$ cat src/core/fpll_ctrl_defs.vh
// Purpose: Register offsets, fields and reset values of the PLL controller
// Assumes: Word addressed plain register port
// Notes:   Definitions only
`ifndef FPLL_CTRL_DEFS_VH
`define FPLL_CTRL_DEFS_VH
`define ADDR_CTRL_FIRST   4'h0
`define ADDR_CTRL_SECOND  4'h1
`define ADDR_RATIO        4'h2
`define ADDR_STATUS       4'h3
`define ADDR_INT_FLAG     4'h4
`define ADDR_INT_MASK     4'h5
`define REF_SLOW_XTAL     2'h0
`define REF_FAST_XTAL     2'h1
`define REF_GENERIC       2'h2
`define RST_CTRL_SECOND   32'h0000_0000
`define RST_RATIO         32'h0000_0000
`define FLAG_LOCK         0
`define FLAG_LOCK_FAIL    1
`define FLAG_LOCK_TIMEOUT 2
`define SETTLE_CYCLES     8'h40
`define STARTUP_CYCLES    8'h10
`endif

$ cat src/core/fractional_pll_controller.v
// Purpose: Control logic of a fractional PLL: reference select, divider, gating, lock
// Assumes: Analog oscillator modelled by a lock input; reference and timer clocks sampled
// Notes:   Divided and selected reference is a pulse stream; ratio drives oscillator control
//          Reference output stays low while the loop is off
// Behaviour
// - Select reference from three sources only
// - Fast crystal divided by two times (div+1)
// - Output is reference times integer+1+frac/16
// - Fraction zero means integer mode
// - Enable bit starts and stops loop
// - Output clock reset while disabled
// - Nonzero lock time validates after timer
// - Lock timer counts 32 kHz clock
// - First edge released per fast/time mode
// - After first edge, gate on lock unless bypassed
// - Ratio write clears lock until settled
// - Lock falling edge sets lock-fail flag
// - Lock-fail cleared by writing one
// - Filter automatic unless software overrides
// - Phase detector bypass skips converter
// - Timeout interrupt when lock time elapses
`timescale 1ns/1ps
`include "fpll_ctrl_defs.vh"
module fractional_pll_controller #(
  parameter DIV_W   = 11,
  parameter INT_W   = 12,
  parameter LOCK_TIME_SELECT_W = 3
) (
  // Clock and reset
  input  wire              clk_sys_i,
  input  wire              rst_n_i,
  // Register port
  input  wire [3:0]        addr_i,
  input  wire [31:0]       wdata_i,
  input  wire              wr_i,
  input  wire              rd_i,
  output reg  [31:0]       rdata_o,
  // Reference oscillators and timer clock (asynchronous pins)
  input  wire              slow_crystal_oscillator_i,
  input  wire              fast_crystal_oscillator_i,
  input  wire              generic_reference_clock_i,
  input  wire              lock_timer_clock_i,
  // Oscillator core interface
  input  wire              core_lock_i,
  output reg               pll_reference_clock_o,
  output reg               core_enable_o,
  output reg  [INT_W-1:0]  ratio_integer_o,
  output reg  [3:0]        ratio_fraction_o,
  output reg               fractional_mode_o,
  output reg               filter_override_o,
  output reg  [1:0]        filter_select_o,
  output reg               phase_detector_bypass_o,
  output reg               output_clock_reset_o,
  output reg               output_clock_gater_o,
  // Interrupt
  output reg               irq_o
);

  // Control registers
  reg               enable;
  reg [1:0]         reference_select;
  reg [LOCK_TIME_SELECT_W-1:0] lock_time_select;
  reg               wake_up_fast;
  reg               lock_bypass;
  reg [DIV_W-1:0]   xtal_div;
  reg [1:0]         filter_sel;
  reg               filter_ovr;
  reg               pd_bypass;
  reg [INT_W-1:0]   ratio_integer;
  reg [3:0]         ratio_fraction;
  reg [2:0]         int_flag;
  reg [2:0]         int_mask;

  // Three-stage synchronisers, one per asynchronous input. A level counts only
  // once stages two and three agree, so a metastable sample never reaches the
  // edge detectors; the price is about four cycles of latency per input.
  localparam NUM_PINS = 5;
  wire [NUM_PINS-1:0] pin_raw;
  wire [NUM_PINS-1:0] pin_flt;
  assign pin_raw = {core_lock_i, lock_timer_clock_i, generic_reference_clock_i,
                    fast_crystal_oscillator_i, slow_crystal_oscillator_i};
  genvar g;
  generate
    for (g = 0; g < NUM_PINS; g = g + 1) begin : g_sync
      reg [2:0] stage;
      reg       level;
      always @(posedge clk_sys_i) begin
        if (!rst_n_i) begin
          stage <= 3'h0;
          level <= 1'b0;
        end else begin
          stage <= {stage[1:0], pin_raw[g]};
          if (stage[1] == stage[2]) begin
            level <= stage[2];
          end
        end
      end
      assign pin_flt[g] = level;
    end
  endgenerate

  // Filtered levels by name
  wire f_slow = pin_flt[0];
  wire f_fast = pin_flt[1];
  wire f_gen  = pin_flt[2];
  wire f_tmr  = pin_flt[3];
  wire f_lock = pin_flt[4];

  // Edge detect on filtered levels
  reg  fast_d, tmr_d;
  wire fast_rise = f_fast & ~fast_d;
  wire tick_32k  = f_tmr & ~tmr_d;

  // fast crystal divider: toggles every (div+1) rising edges, giving /(2*(div+1))
  // Counting rising edges only keeps the divided duty cycle at one half
  reg [DIV_W-1:0] div_cnt;
  reg             div_clk;
  always @(posedge clk_sys_i) begin
    if (!rst_n_i) begin
      fast_d  <= 1'b0;
      tmr_d   <= 1'b0;
      div_cnt <= {DIV_W{1'b0}};
      div_clk <= 1'b0;
    end else begin
      fast_d <= f_fast;
      tmr_d  <= f_tmr;
      if (fast_rise) begin
        if (div_cnt == xtal_div) begin
          div_cnt <= {DIV_W{1'b0}};
          div_clk <= ~div_clk;
        end else begin
          div_cnt <= div_cnt + 1'b1;
        end
      end
    end
  end

  // reference mux, only three legal codes; others give no reference
  // Code three stays dark rather than aliasing a live source
  reg next_ref;
  always @* begin
    case (reference_select)
      `REF_SLOW_XTAL: next_ref = f_slow;
      `REF_FAST_XTAL: next_ref = div_clk;
      `REF_GENERIC:   next_ref = f_gen;
      default:        next_ref = 1'b0;
    endcase
  end

  // Start-up state machine
  localparam ST_OFF   = 2'h0;
  localparam ST_START = 2'h1;
  localparam ST_RUN   = 2'h2;
  reg [1:0]         state;
  reg [7:0]         start_cnt;
  reg [LOCK_TIME_SELECT_W-1:0] ltimer;
  reg               timer_done;
  reg [7:0]         settle_cnt;
  reg               lock;
  reg               lock_d;
  reg               first_edge;
  wire              ratio_wr = wr_i && (addr_i == `ADDR_RATIO);

  // lock indication: timer when lock time set, else core detection
  // In timer mode the core's own detector is ignored entirely
  wire lock_src = (lock_time_select != {LOCK_TIME_SELECT_W{1'b0}}) ? timer_done : f_lock;

  // Interrupt events, each a one-cycle pulse
  wire [2:0] flag_set;
  wire [2:0] flag_clr;
  // timeout pulses in the cycle the countdown first reads zero
  assign flag_set[`FLAG_LOCK_TIMEOUT] = !timer_done && (ltimer == {LOCK_TIME_SELECT_W{1'b0}})
                                        && (state != ST_OFF)
                                        && (lock_time_select != {LOCK_TIME_SELECT_W{1'b0}});
  // falling internal lock, the drop after a ratio update included
  assign flag_set[`FLAG_LOCK_FAIL]    = lock_d & ~lock;
  assign flag_set[`FLAG_LOCK]         = lock & ~lock_d;
  // only a written one clears a flag
  assign flag_clr = (wr_i && (addr_i == `ADDR_INT_FLAG)) ? wdata_i[2:0] : 3'h0;

  // Loop sequencing
  always @(posedge clk_sys_i) begin
    if (!rst_n_i) begin
      state      <= ST_OFF;
      start_cnt  <= 8'h00;
      ltimer     <= {LOCK_TIME_SELECT_W{1'b0}};
      timer_done <= 1'b0;
      settle_cnt <= 8'h00;
      lock       <= 1'b0;
      lock_d     <= 1'b0;
      first_edge <= 1'b0;
    end else begin
      lock_d <= lock;
      case (state)
        ST_OFF: begin
          // Lock state except the settle count cleared before each start
          first_edge <= 1'b0;
          lock       <= 1'b0;
          timer_done <= 1'b0;
          // enable starts; timer loads lock time
          if (enable) begin
            state     <= ST_START;
            start_cnt <= `STARTUP_CYCLES;
            ltimer    <= lock_time_select;
          end
        end
        ST_START, ST_RUN: begin
          if (start_cnt != 8'h00) begin
            start_cnt <= start_cnt - 8'h01;
          end
          // timer ticks on 32 kHz edges; countdown
          if (tick_32k && (ltimer != {LOCK_TIME_SELECT_W{1'b0}})) begin
            ltimer <= ltimer - 1'b1;
          end
          if ((ltimer == {LOCK_TIME_SELECT_W{1'b0}}) && (lock_time_select != {LOCK_TIME_SELECT_W{1'b0}})) begin
            timer_done <= 1'b1;
          end
          // ratio update drops lock until settled
          // Fixed settle time stands in for the core re-acquiring
          if (ratio_wr) begin
            settle_cnt <= `SETTLE_CYCLES;
            lock       <= 1'b0;
          end else if (settle_cnt != 8'h00) begin
            settle_cnt <= settle_cnt - 8'h01;
            lock       <= 1'b0;
          end else begin
            lock <= lock_src;
          end
          if (state == ST_START) begin
            if (wake_up_fast ? (start_cnt == 8'h00) : lock_src) begin
              state      <= ST_RUN;
              first_edge <= 1'b1;
            end
          end
          if (!enable) begin
            state <= ST_OFF;
          end
        end
        default: state <= ST_OFF;
      endcase
    end
  end

  // Register writes and sticky flags
  always @(posedge clk_sys_i) begin
    if (!rst_n_i) begin
      enable           <= 1'b0;
      reference_select <= 2'h0;
      lock_time_select <= {LOCK_TIME_SELECT_W{1'b0}};
      wake_up_fast     <= 1'b0;
      lock_bypass      <= 1'b0;
      xtal_div         <= {DIV_W{1'b0}};
      filter_sel       <= 2'h0;
      filter_ovr       <= 1'b0;
      pd_bypass        <= 1'b0;
      ratio_integer    <= {INT_W{1'b0}};
      ratio_fraction   <= 4'h0;
      int_flag         <= 3'h0;
      int_mask         <= 3'h0;
    end else begin
      if (wr_i) begin
        case (addr_i)
          `ADDR_CTRL_FIRST: enable <= wdata_i[1];
          `ADDR_CTRL_SECOND: begin
            filter_sel       <= wdata_i[1:0];
            filter_ovr       <= wdata_i[2];
            pd_bypass        <= wdata_i[3];
            wake_up_fast     <= wdata_i[4];
            reference_select <= wdata_i[6:5];
            lock_time_select <= wdata_i[10:8];
            lock_bypass      <= wdata_i[12];
            xtal_div         <= wdata_i[26:16];
          end
          `ADDR_RATIO: begin
            ratio_integer  <= wdata_i[INT_W-1:0];
            ratio_fraction <= wdata_i[19:16];
          end
          `ADDR_INT_MASK: int_mask <= wdata_i[2:0];
          default: ;
        endcase
      end
      // write-one clear; a same-cycle event wins over the clear
      int_flag <= (int_flag & ~flag_clr) | flag_set;
    end
  end

  // Read data and registered outputs
  always @(posedge clk_sys_i) begin
    if (!rst_n_i) begin
      rdata_o                 <= 32'h0000_0000;
      pll_reference_clock_o   <= 1'b0;
      core_enable_o           <= 1'b0;
      ratio_integer_o         <= {INT_W{1'b0}};
      ratio_fraction_o        <= 4'h0;
      fractional_mode_o       <= 1'b0;
      filter_override_o       <= 1'b0;
      filter_select_o         <= 2'h0;
      phase_detector_bypass_o <= 1'b0;
      output_clock_reset_o    <= 1'b1;
      output_clock_gater_o    <= 1'b0;
      irq_o                   <= 1'b0;
    end else begin
      rdata_o <= 32'h0000_0000;
      if (rd_i) begin
        case (addr_i)
          `ADDR_CTRL_FIRST:  rdata_o <= {30'h0, enable, 1'b0};
          `ADDR_CTRL_SECOND: rdata_o <= {5'h0, xtal_div, 3'h0, lock_bypass, 1'b0,
                                         lock_time_select, 1'b0, reference_select,
                                         wake_up_fast, pd_bypass, filter_ovr, filter_sel};
          `ADDR_RATIO:       rdata_o <= {12'h0, ratio_fraction, {(16-INT_W){1'b0}},
                                         ratio_integer};
          `ADDR_STATUS:      rdata_o <= {28'h0, first_edge, (state != ST_OFF), 1'b0, lock};
          `ADDR_INT_FLAG:    rdata_o <= {29'h0, int_flag};
          `ADDR_INT_MASK:    rdata_o <= {29'h0, int_mask};
          default:           rdata_o <= 32'h0000_0000;
        endcase
      end
      // Reference reaches the core only once out of off, never beside a held reset
      pll_reference_clock_o <= next_ref & (state != ST_OFF);
      core_enable_o         <= (state != ST_OFF);
      // ratio to oscillator; fraction nonzero selects fractional mode
      ratio_integer_o       <= ratio_integer;
      ratio_fraction_o      <= ratio_fraction;
      fractional_mode_o     <= (ratio_fraction != 4'h0);
      filter_override_o     <= filter_ovr;
      filter_select_o       <= filter_ovr ? filter_sel : 2'h0;
      phase_detector_bypass_o <= pd_bypass;
      // output clock held in reset when off
      output_clock_reset_o  <= (state == ST_OFF);
      output_clock_gater_o  <= (state == ST_RUN) && (lock_bypass || lock);
      irq_o                 <= |(int_flag & int_mask);
    end
  end

endmodule

$ cat config.mk
export PLATFORM = sky130hd
export DESIGN_NAME = fractional_pll_controller
export DESIGN_NICKNAME = d
export VERILOG_FILES = /design/src/core/fractional_pll_controller.v
export VERILOG_INCLUDE_DIRS = /design/src /design/src/core
export SDC_FILE = /design/constraint.sdc
export NUM_CORES = 1
export LEC_CHECK = 0
export ABC_AREA = 1
export CORE_MARGIN = 2
export CORE_UTILIZATION = 50
export CTS_CLUSTER_SIZE = 28
export DETAILED_ROUTE_END_ITERATION = 10
export DONT_BUFFER_PORTS = 1
export HOLD_SLACK_MARGIN = 0.15
export PLACE_DENSITY = 0.75
export SLEW_MARGIN = 20
export SYNTH_ARGS = -nofsm -noshare
export SYNTH_HDL_FRONTEND = slang
export SYNTH_SLANG_ARGS = --single-unit
$ cat constraint.sdc
create_clock -name clk_sys_i -period 1.5 [get_ports clk_sys_i]
set_input_delay 0.3 -clock clk_sys_i [delete_from_list [all_inputs] [get_ports clk_sys_i]]
set_output_delay 0.3 -clock clk_sys_i [all_outputs]
set_load 0.02 [all_outputs]
==> metrics.md, run 1 <==
| Metric | Value |
|---|---|
| Status | finished clean |
| CTS Buf Count | 17 |
| Tmin final | 1.47 ns |
| Initial drt markers | ~310 |
| Synth async-reset ratio | 0% |
| Setup bufs post-CTS | 0 |
| Share of cells above drive strength 1 | between 10% and 20% |
| Die W | roughly 110 um |
| Final period util | around 100% |
| Max Freq | roughly 700 MHz |
| Largest net degree at the start of global routing | a little over 70 |
| Mapped Cells | around 780 |
| DP HPWL | around 9400 um |
| RSZ-0062 raised after global routing | true |
| Count leader, synth | dfxtp_1 |
| GRT overflow | 0 |
| Core area | 11900 um2 |
| Hold crit path type | in -> reg |
| Ports | about 100 |
| CTS Sinks | between 150 and 200 |
| Gr usage total | about a quarter |
| Vias in the first global route | 5232 |
| Port Buffers | 0 |
| Die H | ~110 um |
| Clk buf depth | 2 |
| PwrDens | 1300 nW/um2 |
| Sequential fraction of the synthesis area | 50.9% |
| Worst vdd ir | about 0.93 mV |
| Vias per cell | about 5.2 |
| Starting Density | between 50% and 60% |
| Max Cap Viol | 0 |
| Clk_lat worst skew | ~0.42 ns |
| Final number of hold-violating endpoints | 0 |
| WP data arrival | ~1.8 ns |
| Leading post-synthesis cells by cell area | dfxtp_1 (51%), nand2_1 (9.4%), inv_1 (6.9%), a21oi_1 (6.4%), nor2_1 (4.6%) |
| Area taken by multi-input logic gates | 2510 um2 |
| Full die area | between 10000 and 15000 um2 |
| Sum Neg Setup Slack | 0 ns |
| Area leader, netlist | dfxtp_1 |
| DP Cell Count | a little over 900 |
| Post-Syn Area per Cell | between 7 and 8 um2 |
| Crit path max fanout | 6 |
| ANT nets after route | 0 |
| Routed WL | approximately 15000 um |
| Critical path class | reg -> reg |
| Initial antenna violation count | 0 |
| CP Capture Type | register |
| Fin nets | 925 |
| Slew Viols, Final | 0 |
| DRC Markers | 0 |
| Vias | ~5400 |
| Mapped Area | roughly 6000 um2 |
| GP Congestion | ~0.9 |
| Clk_skew | roughly 0.0086 ns |
| Leak pwr | around 3.3 nW |
| Fillcell total | roughly 950 |
| Distinct cell type count after synthesis | 39 |
| Clock-pin slew on the worst setup and hold paths | 0.06 ns |
| Worst path required time | approximately 1.8 ns |
| DR WL/cell | 14.8 um |
| Top cell type's share of synthesized area | around 51% |
| Synth Flop Type | dfxtp_1 |
| Number of flops mapped to enable cells by yosys | 0 |
| First-pass GRT wire length | roughly 24000 um |
| Non-Filler Instances | slightly above 1000 |
| CTS root buf | clkbuf_16 |
| Htree depth | 4 |
| Antenna Cells | 0 |
| R2R setup slack | between 0.03 and 0.04 ns |
| Layout area overhead | 27.7% |
| Ys Warns | 0 |
| Endpoints failing setup | 0 |
| Number of placement rows | 40 |
| CP Launch Type | register |
| Register Area | 3090 um2 |
| Router iterations before antenna repair | 5 |
| Post-synth top cells | dfxtp_1 (154), nand2_1 (152), inv_1 (112), a21oi_1 (78), nor2_1 (74) |
| Seq cells post-synth | around 150 |
| Clock tree from TritonCTS | built |
-- state kept, by name, indices dropped and copies added (netlist names), 8 cells and up --
register,cells
div_cnt,11
ratio_integer_o,12
ratio_integer,12
g_sync.stage,15
settle_cnt,8
xtal_div,11
rdata_o,24
start_cnt,8
-- through the flow --
| step | total power [W] | area [um2] | util, % | hold WS (ns) | setup slack, ns |
|---|---|---|---|---|---|
| after global routing | 0.0105 | 7740 | 65.0 | 0.182 | -0.0686 |
| final | 0.0101 | 7740 | 65.0 | 0.186 | 0.0347 |
| after global placement | 0.00546 | 6370 | 53.5 | 0.394 | 0.0569 |
| after CTS | 0.0100 | 7620 | 64.0 | 0.159 | 0.0132 |
| after detailed placement | 0.00548 | 6370 | 53.5 | 0.402 | 0.0199 |
| after floorplan | 0.00524 | 6100 | - | 0.390 | 0.0839 |
-- logic make-up after synthesis --
| family | synth area share (%) |
|---|---|
| buffers and inverters | 10.1 |
| other | 0.0619 |
| AND/OR/NAND/NOR | 21.2 |
| adder cells (fa/ha/maj) | 2.48 |
| flip-flops | 50.9 |
| AO/OA/AOI/OAI | 13.4 |
| XOR/XNOR | 1.88 |
-- cell usage in the layout (no fill, tap or decap), types with 2 or more instances in the layout --
cell	n
nor2_4	6
o21ai_1	5
buf_4	29
nor3_1	18
ha_1	9
nand3_1	32
ha_4	2
nor2_1	64
a21oi_1	78
dfxtp_2	4
clkinvlp_4	5
o22ai_1	4
nand2_4	4
nand4_1	7
nor2_2	8
clkbuf_8	2
o21bai_1	2
dlygate4sd3_1	59
bufinv_16	3
xor2_1	8
inv_6	3
dfxtp_1	150
conb_1	8
a31oi_1	4
inv_2	6
nand2_2	6
xnor2_1	5
a211oi_1	3
clkbuf_16	17
inv_1	107
o21ai_0	50
or2_2	3
buf_12	2
clkinv_4	2
nand2_1	148
-- critical path, stage by stage, from the launching register on --
cell	delay [ns]
dfxtp_2	0.33
inv_2	0.05
ha_4	0.29
inv_2	0.05
nor2_2	0.09
nand3_1	0.06
nand2_1	0.07
nand2_2	0.08
inv_2	0.11
o21ai_1	0.08
a31oi_1	0.18
-- area by class of cell --
type,count,share of cell area [%]
Clock buffer,20,5.90
Sequential cell,154,39.9
Timing Repair Buffer,93,11.6
Tap cell,147,2.38
Inverter,115,5.68
Clock inverter,12,2.10
Multi-Input combinational cell,487,32.4
-- path summary, 6_finish.rpt --
| kind | cells past startpoint | end | start |
|---|---|---|---|
| worst max-delay path | 10 | ltimer[0] | state[1] |
| worst min-delay path | 4 | rdata_o[2] | addr_i[1] |
| worst max register to register | 10 | ltimer[0] | state[1] |
| worst min register to register | 1 | int_flag[0] | lock_d |
-- power by group --
part	internal (W)	switching, W	total, W	leakage (nW)
Combinational	0.000554	0.000730	0.00128	1.75
Sequential	0.00422	0.000108	0.00433	1.25
Clock	0.00272	0.00172	0.00444	0.286
Total	0.00750	0.00256	0.0101	3.28
-- what timing repair did --
| item | in CTS | in global routing |
|---|---|---|
| gates resized for setup | 2 | 42 |
| endpoints found under the setup margin | 2 | 39 |
| pin swaps | 0 | 11 |
| endpoints found under the hold margin | 114 | 0 |
| hold buffers | 61 | 0 |
-- per-layer routing --
| metal | global-route usage, % | wire [um] | up-vias |
|---|---|---|---|
| li1 | - | - | 2650 |
| met1 | 28.6 | 6120 | 2472 |
| met2 | 39.4 | 7490 | 221 |
| met3 | 5.66 | 1020 | 52 |
| met4 | 13.7 | 567 | 0 |
| met5 | 0 | 0 | - |
Note: power is estimated with default switching activity, not from simulation.
==> run 2, diff against run 1 <==
--- a/config.mk
+++ b/config.mk
@@ -7,13 +7,15 @@
 export NUM_CORES = 1
 export LEC_CHECK = 0
 export ABC_AREA = 1
+export CELL_PAD_IN_SITES_DETAIL_PLACEMENT = 0
+export CELL_PAD_IN_SITES_GLOBAL_PLACEMENT = 1
 export CORE_MARGIN = 2
-export CORE_UTILIZATION = 50
+export CORE_UTILIZATION = 41
 export CTS_CLUSTER_SIZE = 28
 export DETAILED_ROUTE_END_ITERATION = 10
 export DONT_BUFFER_PORTS = 1
 export HOLD_SLACK_MARGIN = 0.15
-export PLACE_DENSITY = 0.75
+export PLACE_DENSITY = 0.81
 export SLEW_MARGIN = 20
 export SYNTH_ARGS = -nofsm -noshare
 export SYNTH_HDL_FRONTEND = slang
==> run 2 against run 1 <==
Highest routed layer unchanged. Critical path type unchanged. Total power shrank 3.4%. Count of clock-buffer cells in the layout fell by 1. Largest cell class unchanged. Core utilization is 11 points lower. Setup slack improved by 0.017 ns.
==> metrics.md, run 2 (synthesized netlist as in run 1, its figures left out) <==
| Metric | Value |
|---|---|
| Status | finished clean |
| Number of placement rows | 44 |
| Hold_sp | addr_i[2] |
| Worst r2r src | state[1] |
| Routed WL | about 15000 um |
| Slew Viols, Final | 0 |
| Hold crit path type | in -> reg |
| Router iterations before antenna repair | 6 |
| DR WL/cell | approximately 14 um |
| DP HPWL | between 9000 and 10000 um |
| Top reg by flops | rdata_o |
| Ports | 103 |
| Clock-pin slew on the worst setup and hold paths | 0.07 ns |
| Worst-Margin Slew | slightly above 0.5 ns |
| Setup crit start | state[1] |
| Clk_skew | ~0.011 ns |
| Starting Density | 41.9% |
| CTS root buf | clkbuf_16 |
| Die H | 126 um |
| CP max stage cell | dfxtp_2 |
| Worst vdd ir | approximately 0.74 mV |
| Clock power share | 41.6% |
| Share of cells above drive strength 1 | around 14% |
| Crit path cell chain | inv_2 -> ha_4 -> inv_4 -> nor2_4 -> nand3_2 -> nand2_1 -> nand2_2 -> inv_2 -> o21ai_1 -> a31oi_1 |
| Crit path max fanout | 6 |
| Final number of hold-violating endpoints | 0 |
| Core area | roughly 14000 um2 |
| WP data arrival | between 1.5 and 2 ns |
| RSZ-0062 raised after global routing | true |
| Fin nets | around 920 |
| Clk buf depth | 2 |
| DP Cell Count | 968 |
| PwrDens | roughly 1300 nW/um2 |
| Critical path class | reg -> reg |
| Die W | ~130 um |
| Vias in the first global route | 5192 |
| CP Capture Type | register |
| CP max stage delay | ~0.34 ns |
| First-pass GRT wire length | about 24000 um |
| Number of flip-flops under the largest register name | 24 |
| Final period util | just under 100% |
| Gr usage total | between 10% and 20% |
| Max Freq | 691 MHz |
| Initial antenna violation count | 0 |
| CTS Buf Count | 17 |
| GRT overflow | 0 |
| Int Power | around 0.007 W |
| Final core occ | a little over half |
| Tmin final | between 1 and 1.5 ns |
| Regs by FF count | rdata_o (24), g_sync.stage (15) |
| Share of power burned in registers | between 40% and 50% |
| Htree depth | 4 |
| Vias per cell | roughly 5 |
| Psw | approximately 0.0027 W |
| Largest net degree at the start of global routing | just over 70 |
| Antenna Cells | 0 |
| Logic pwr share | roughly 14% |
| CP dominant cell by count | inv_2 |
| Port Buffers | 0 |
| Initial drt markers | about 370 |
| Slew HR | between 60% and 70% |
| Tot Pwr | just under 0.01 W |
| Vias | ~5300 |
| Leak pwr | roughly 3.3 nW |
| Worst path required time | 1.86 ns |
| Clock tree from TritonCTS | built |
| Layout area overhead | 27.9% |
| CTS Sinks | 154 |
| Commonest non-fill, non-tap cells in the layout | nand2_1 (148), dfxtp_1 (148), inv_1 (105), a21oi_1 (76), nor2_1 (64) |
| DRC Markers | 0 |
| Endpoints failing setup | 0 |
| GP Congestion | a little under 0.9 |
| Full die area | around 16000 um2 |
| Non-Filler Instances | about 1100 |
| Clk_lat worst skew | ~0.43 ns |
| CP Launch Type | register |
| Hold WS | 0.192 ns |
| Max Cap Viol | 0 |
| Sw Share | about 28% |
| ANT nets after route | 0 |
==> run 2: what timing repair did <==
item / in CTS / in global routing
hold buffers: 59 / 0
resized for setup: 10 / 50
buffers inserted: 1 / 2
pin swaps: 2 / 13
cloned: 0 / 1
setup endpoints to repair: 9 / 33
hold endpoints to repair: 112 / 0
==> run 2: power groups by stage <==
stage                     Sequential [W]  Clock [W]  Combinational [W]
after floorplan                  0.00439          0           0.000848
after global placement           0.00441          0            0.00104
after detailed placement         0.00441          0            0.00107
after CTS                        0.00432    0.00410            0.00125
after global routing             0.00434    0.00428            0.00151
final                            0.00432    0.00404            0.00135
==> run 2: routing by layer <==
metal	track usage, %	share of wire (%)	vias up
li1	-	-	2643
met1	22.3	42	2479
met2	35.0	52	131
met3	5.35	4.7	23
met4	7.45	1.5	0
met5	0	0	-
==> run 2: path summary, 6_finish.rpt <==
kind	cells after the start	to	slack, ns
setup / recovery	10	ltimer[0]	0.05
hold / removal	3	rdata_o[1]	0.19
setup reg to reg	10	ltimer[0]	0.05
hold reg to reg	2	g_sync[1].stage[1]	0.44
==> run 2: layout make-up <==
class | instances | area (um2)
clock inverters | 13 | 110
repair buffers | 90 | 871
multi-input cells | 488 | 2550
inverters | 115 | 444
flip-flops and latches | 154 | 3100
clock buffers | 19 | 453
fillers | 1309 | 6730
well taps | 184 | 230
==> run 2: critical path, delay by kind of cell (launching register included) <==
kind / cells / cell delay [ns]
AOI/OAI and AO/OA: 2 / 0.20
and+or+nand+nor: 4 / 0.31
buffers and inverters: 3 / 0.21
DFF: 1 / 0.34
adders and majority gates: 1 / 0.32
==> run 2: per-stage QoR <==
| stage | TNS, ns | cell area [um2] | setup slack (ns) |
|---|---|---|---|
| floorplan | 0 | 6100 | 0.0839 |
| global placement | 0 | 6390 | 0.0232 |
| detailed placement | -0.319 | 6390 | -0.0738 |
| CTS | 0 | 7590 | 0.000356 |
| global route | -0.444 | 7750 | -0.0654 |
| finish | 0 | 7750 | 0.0520 |
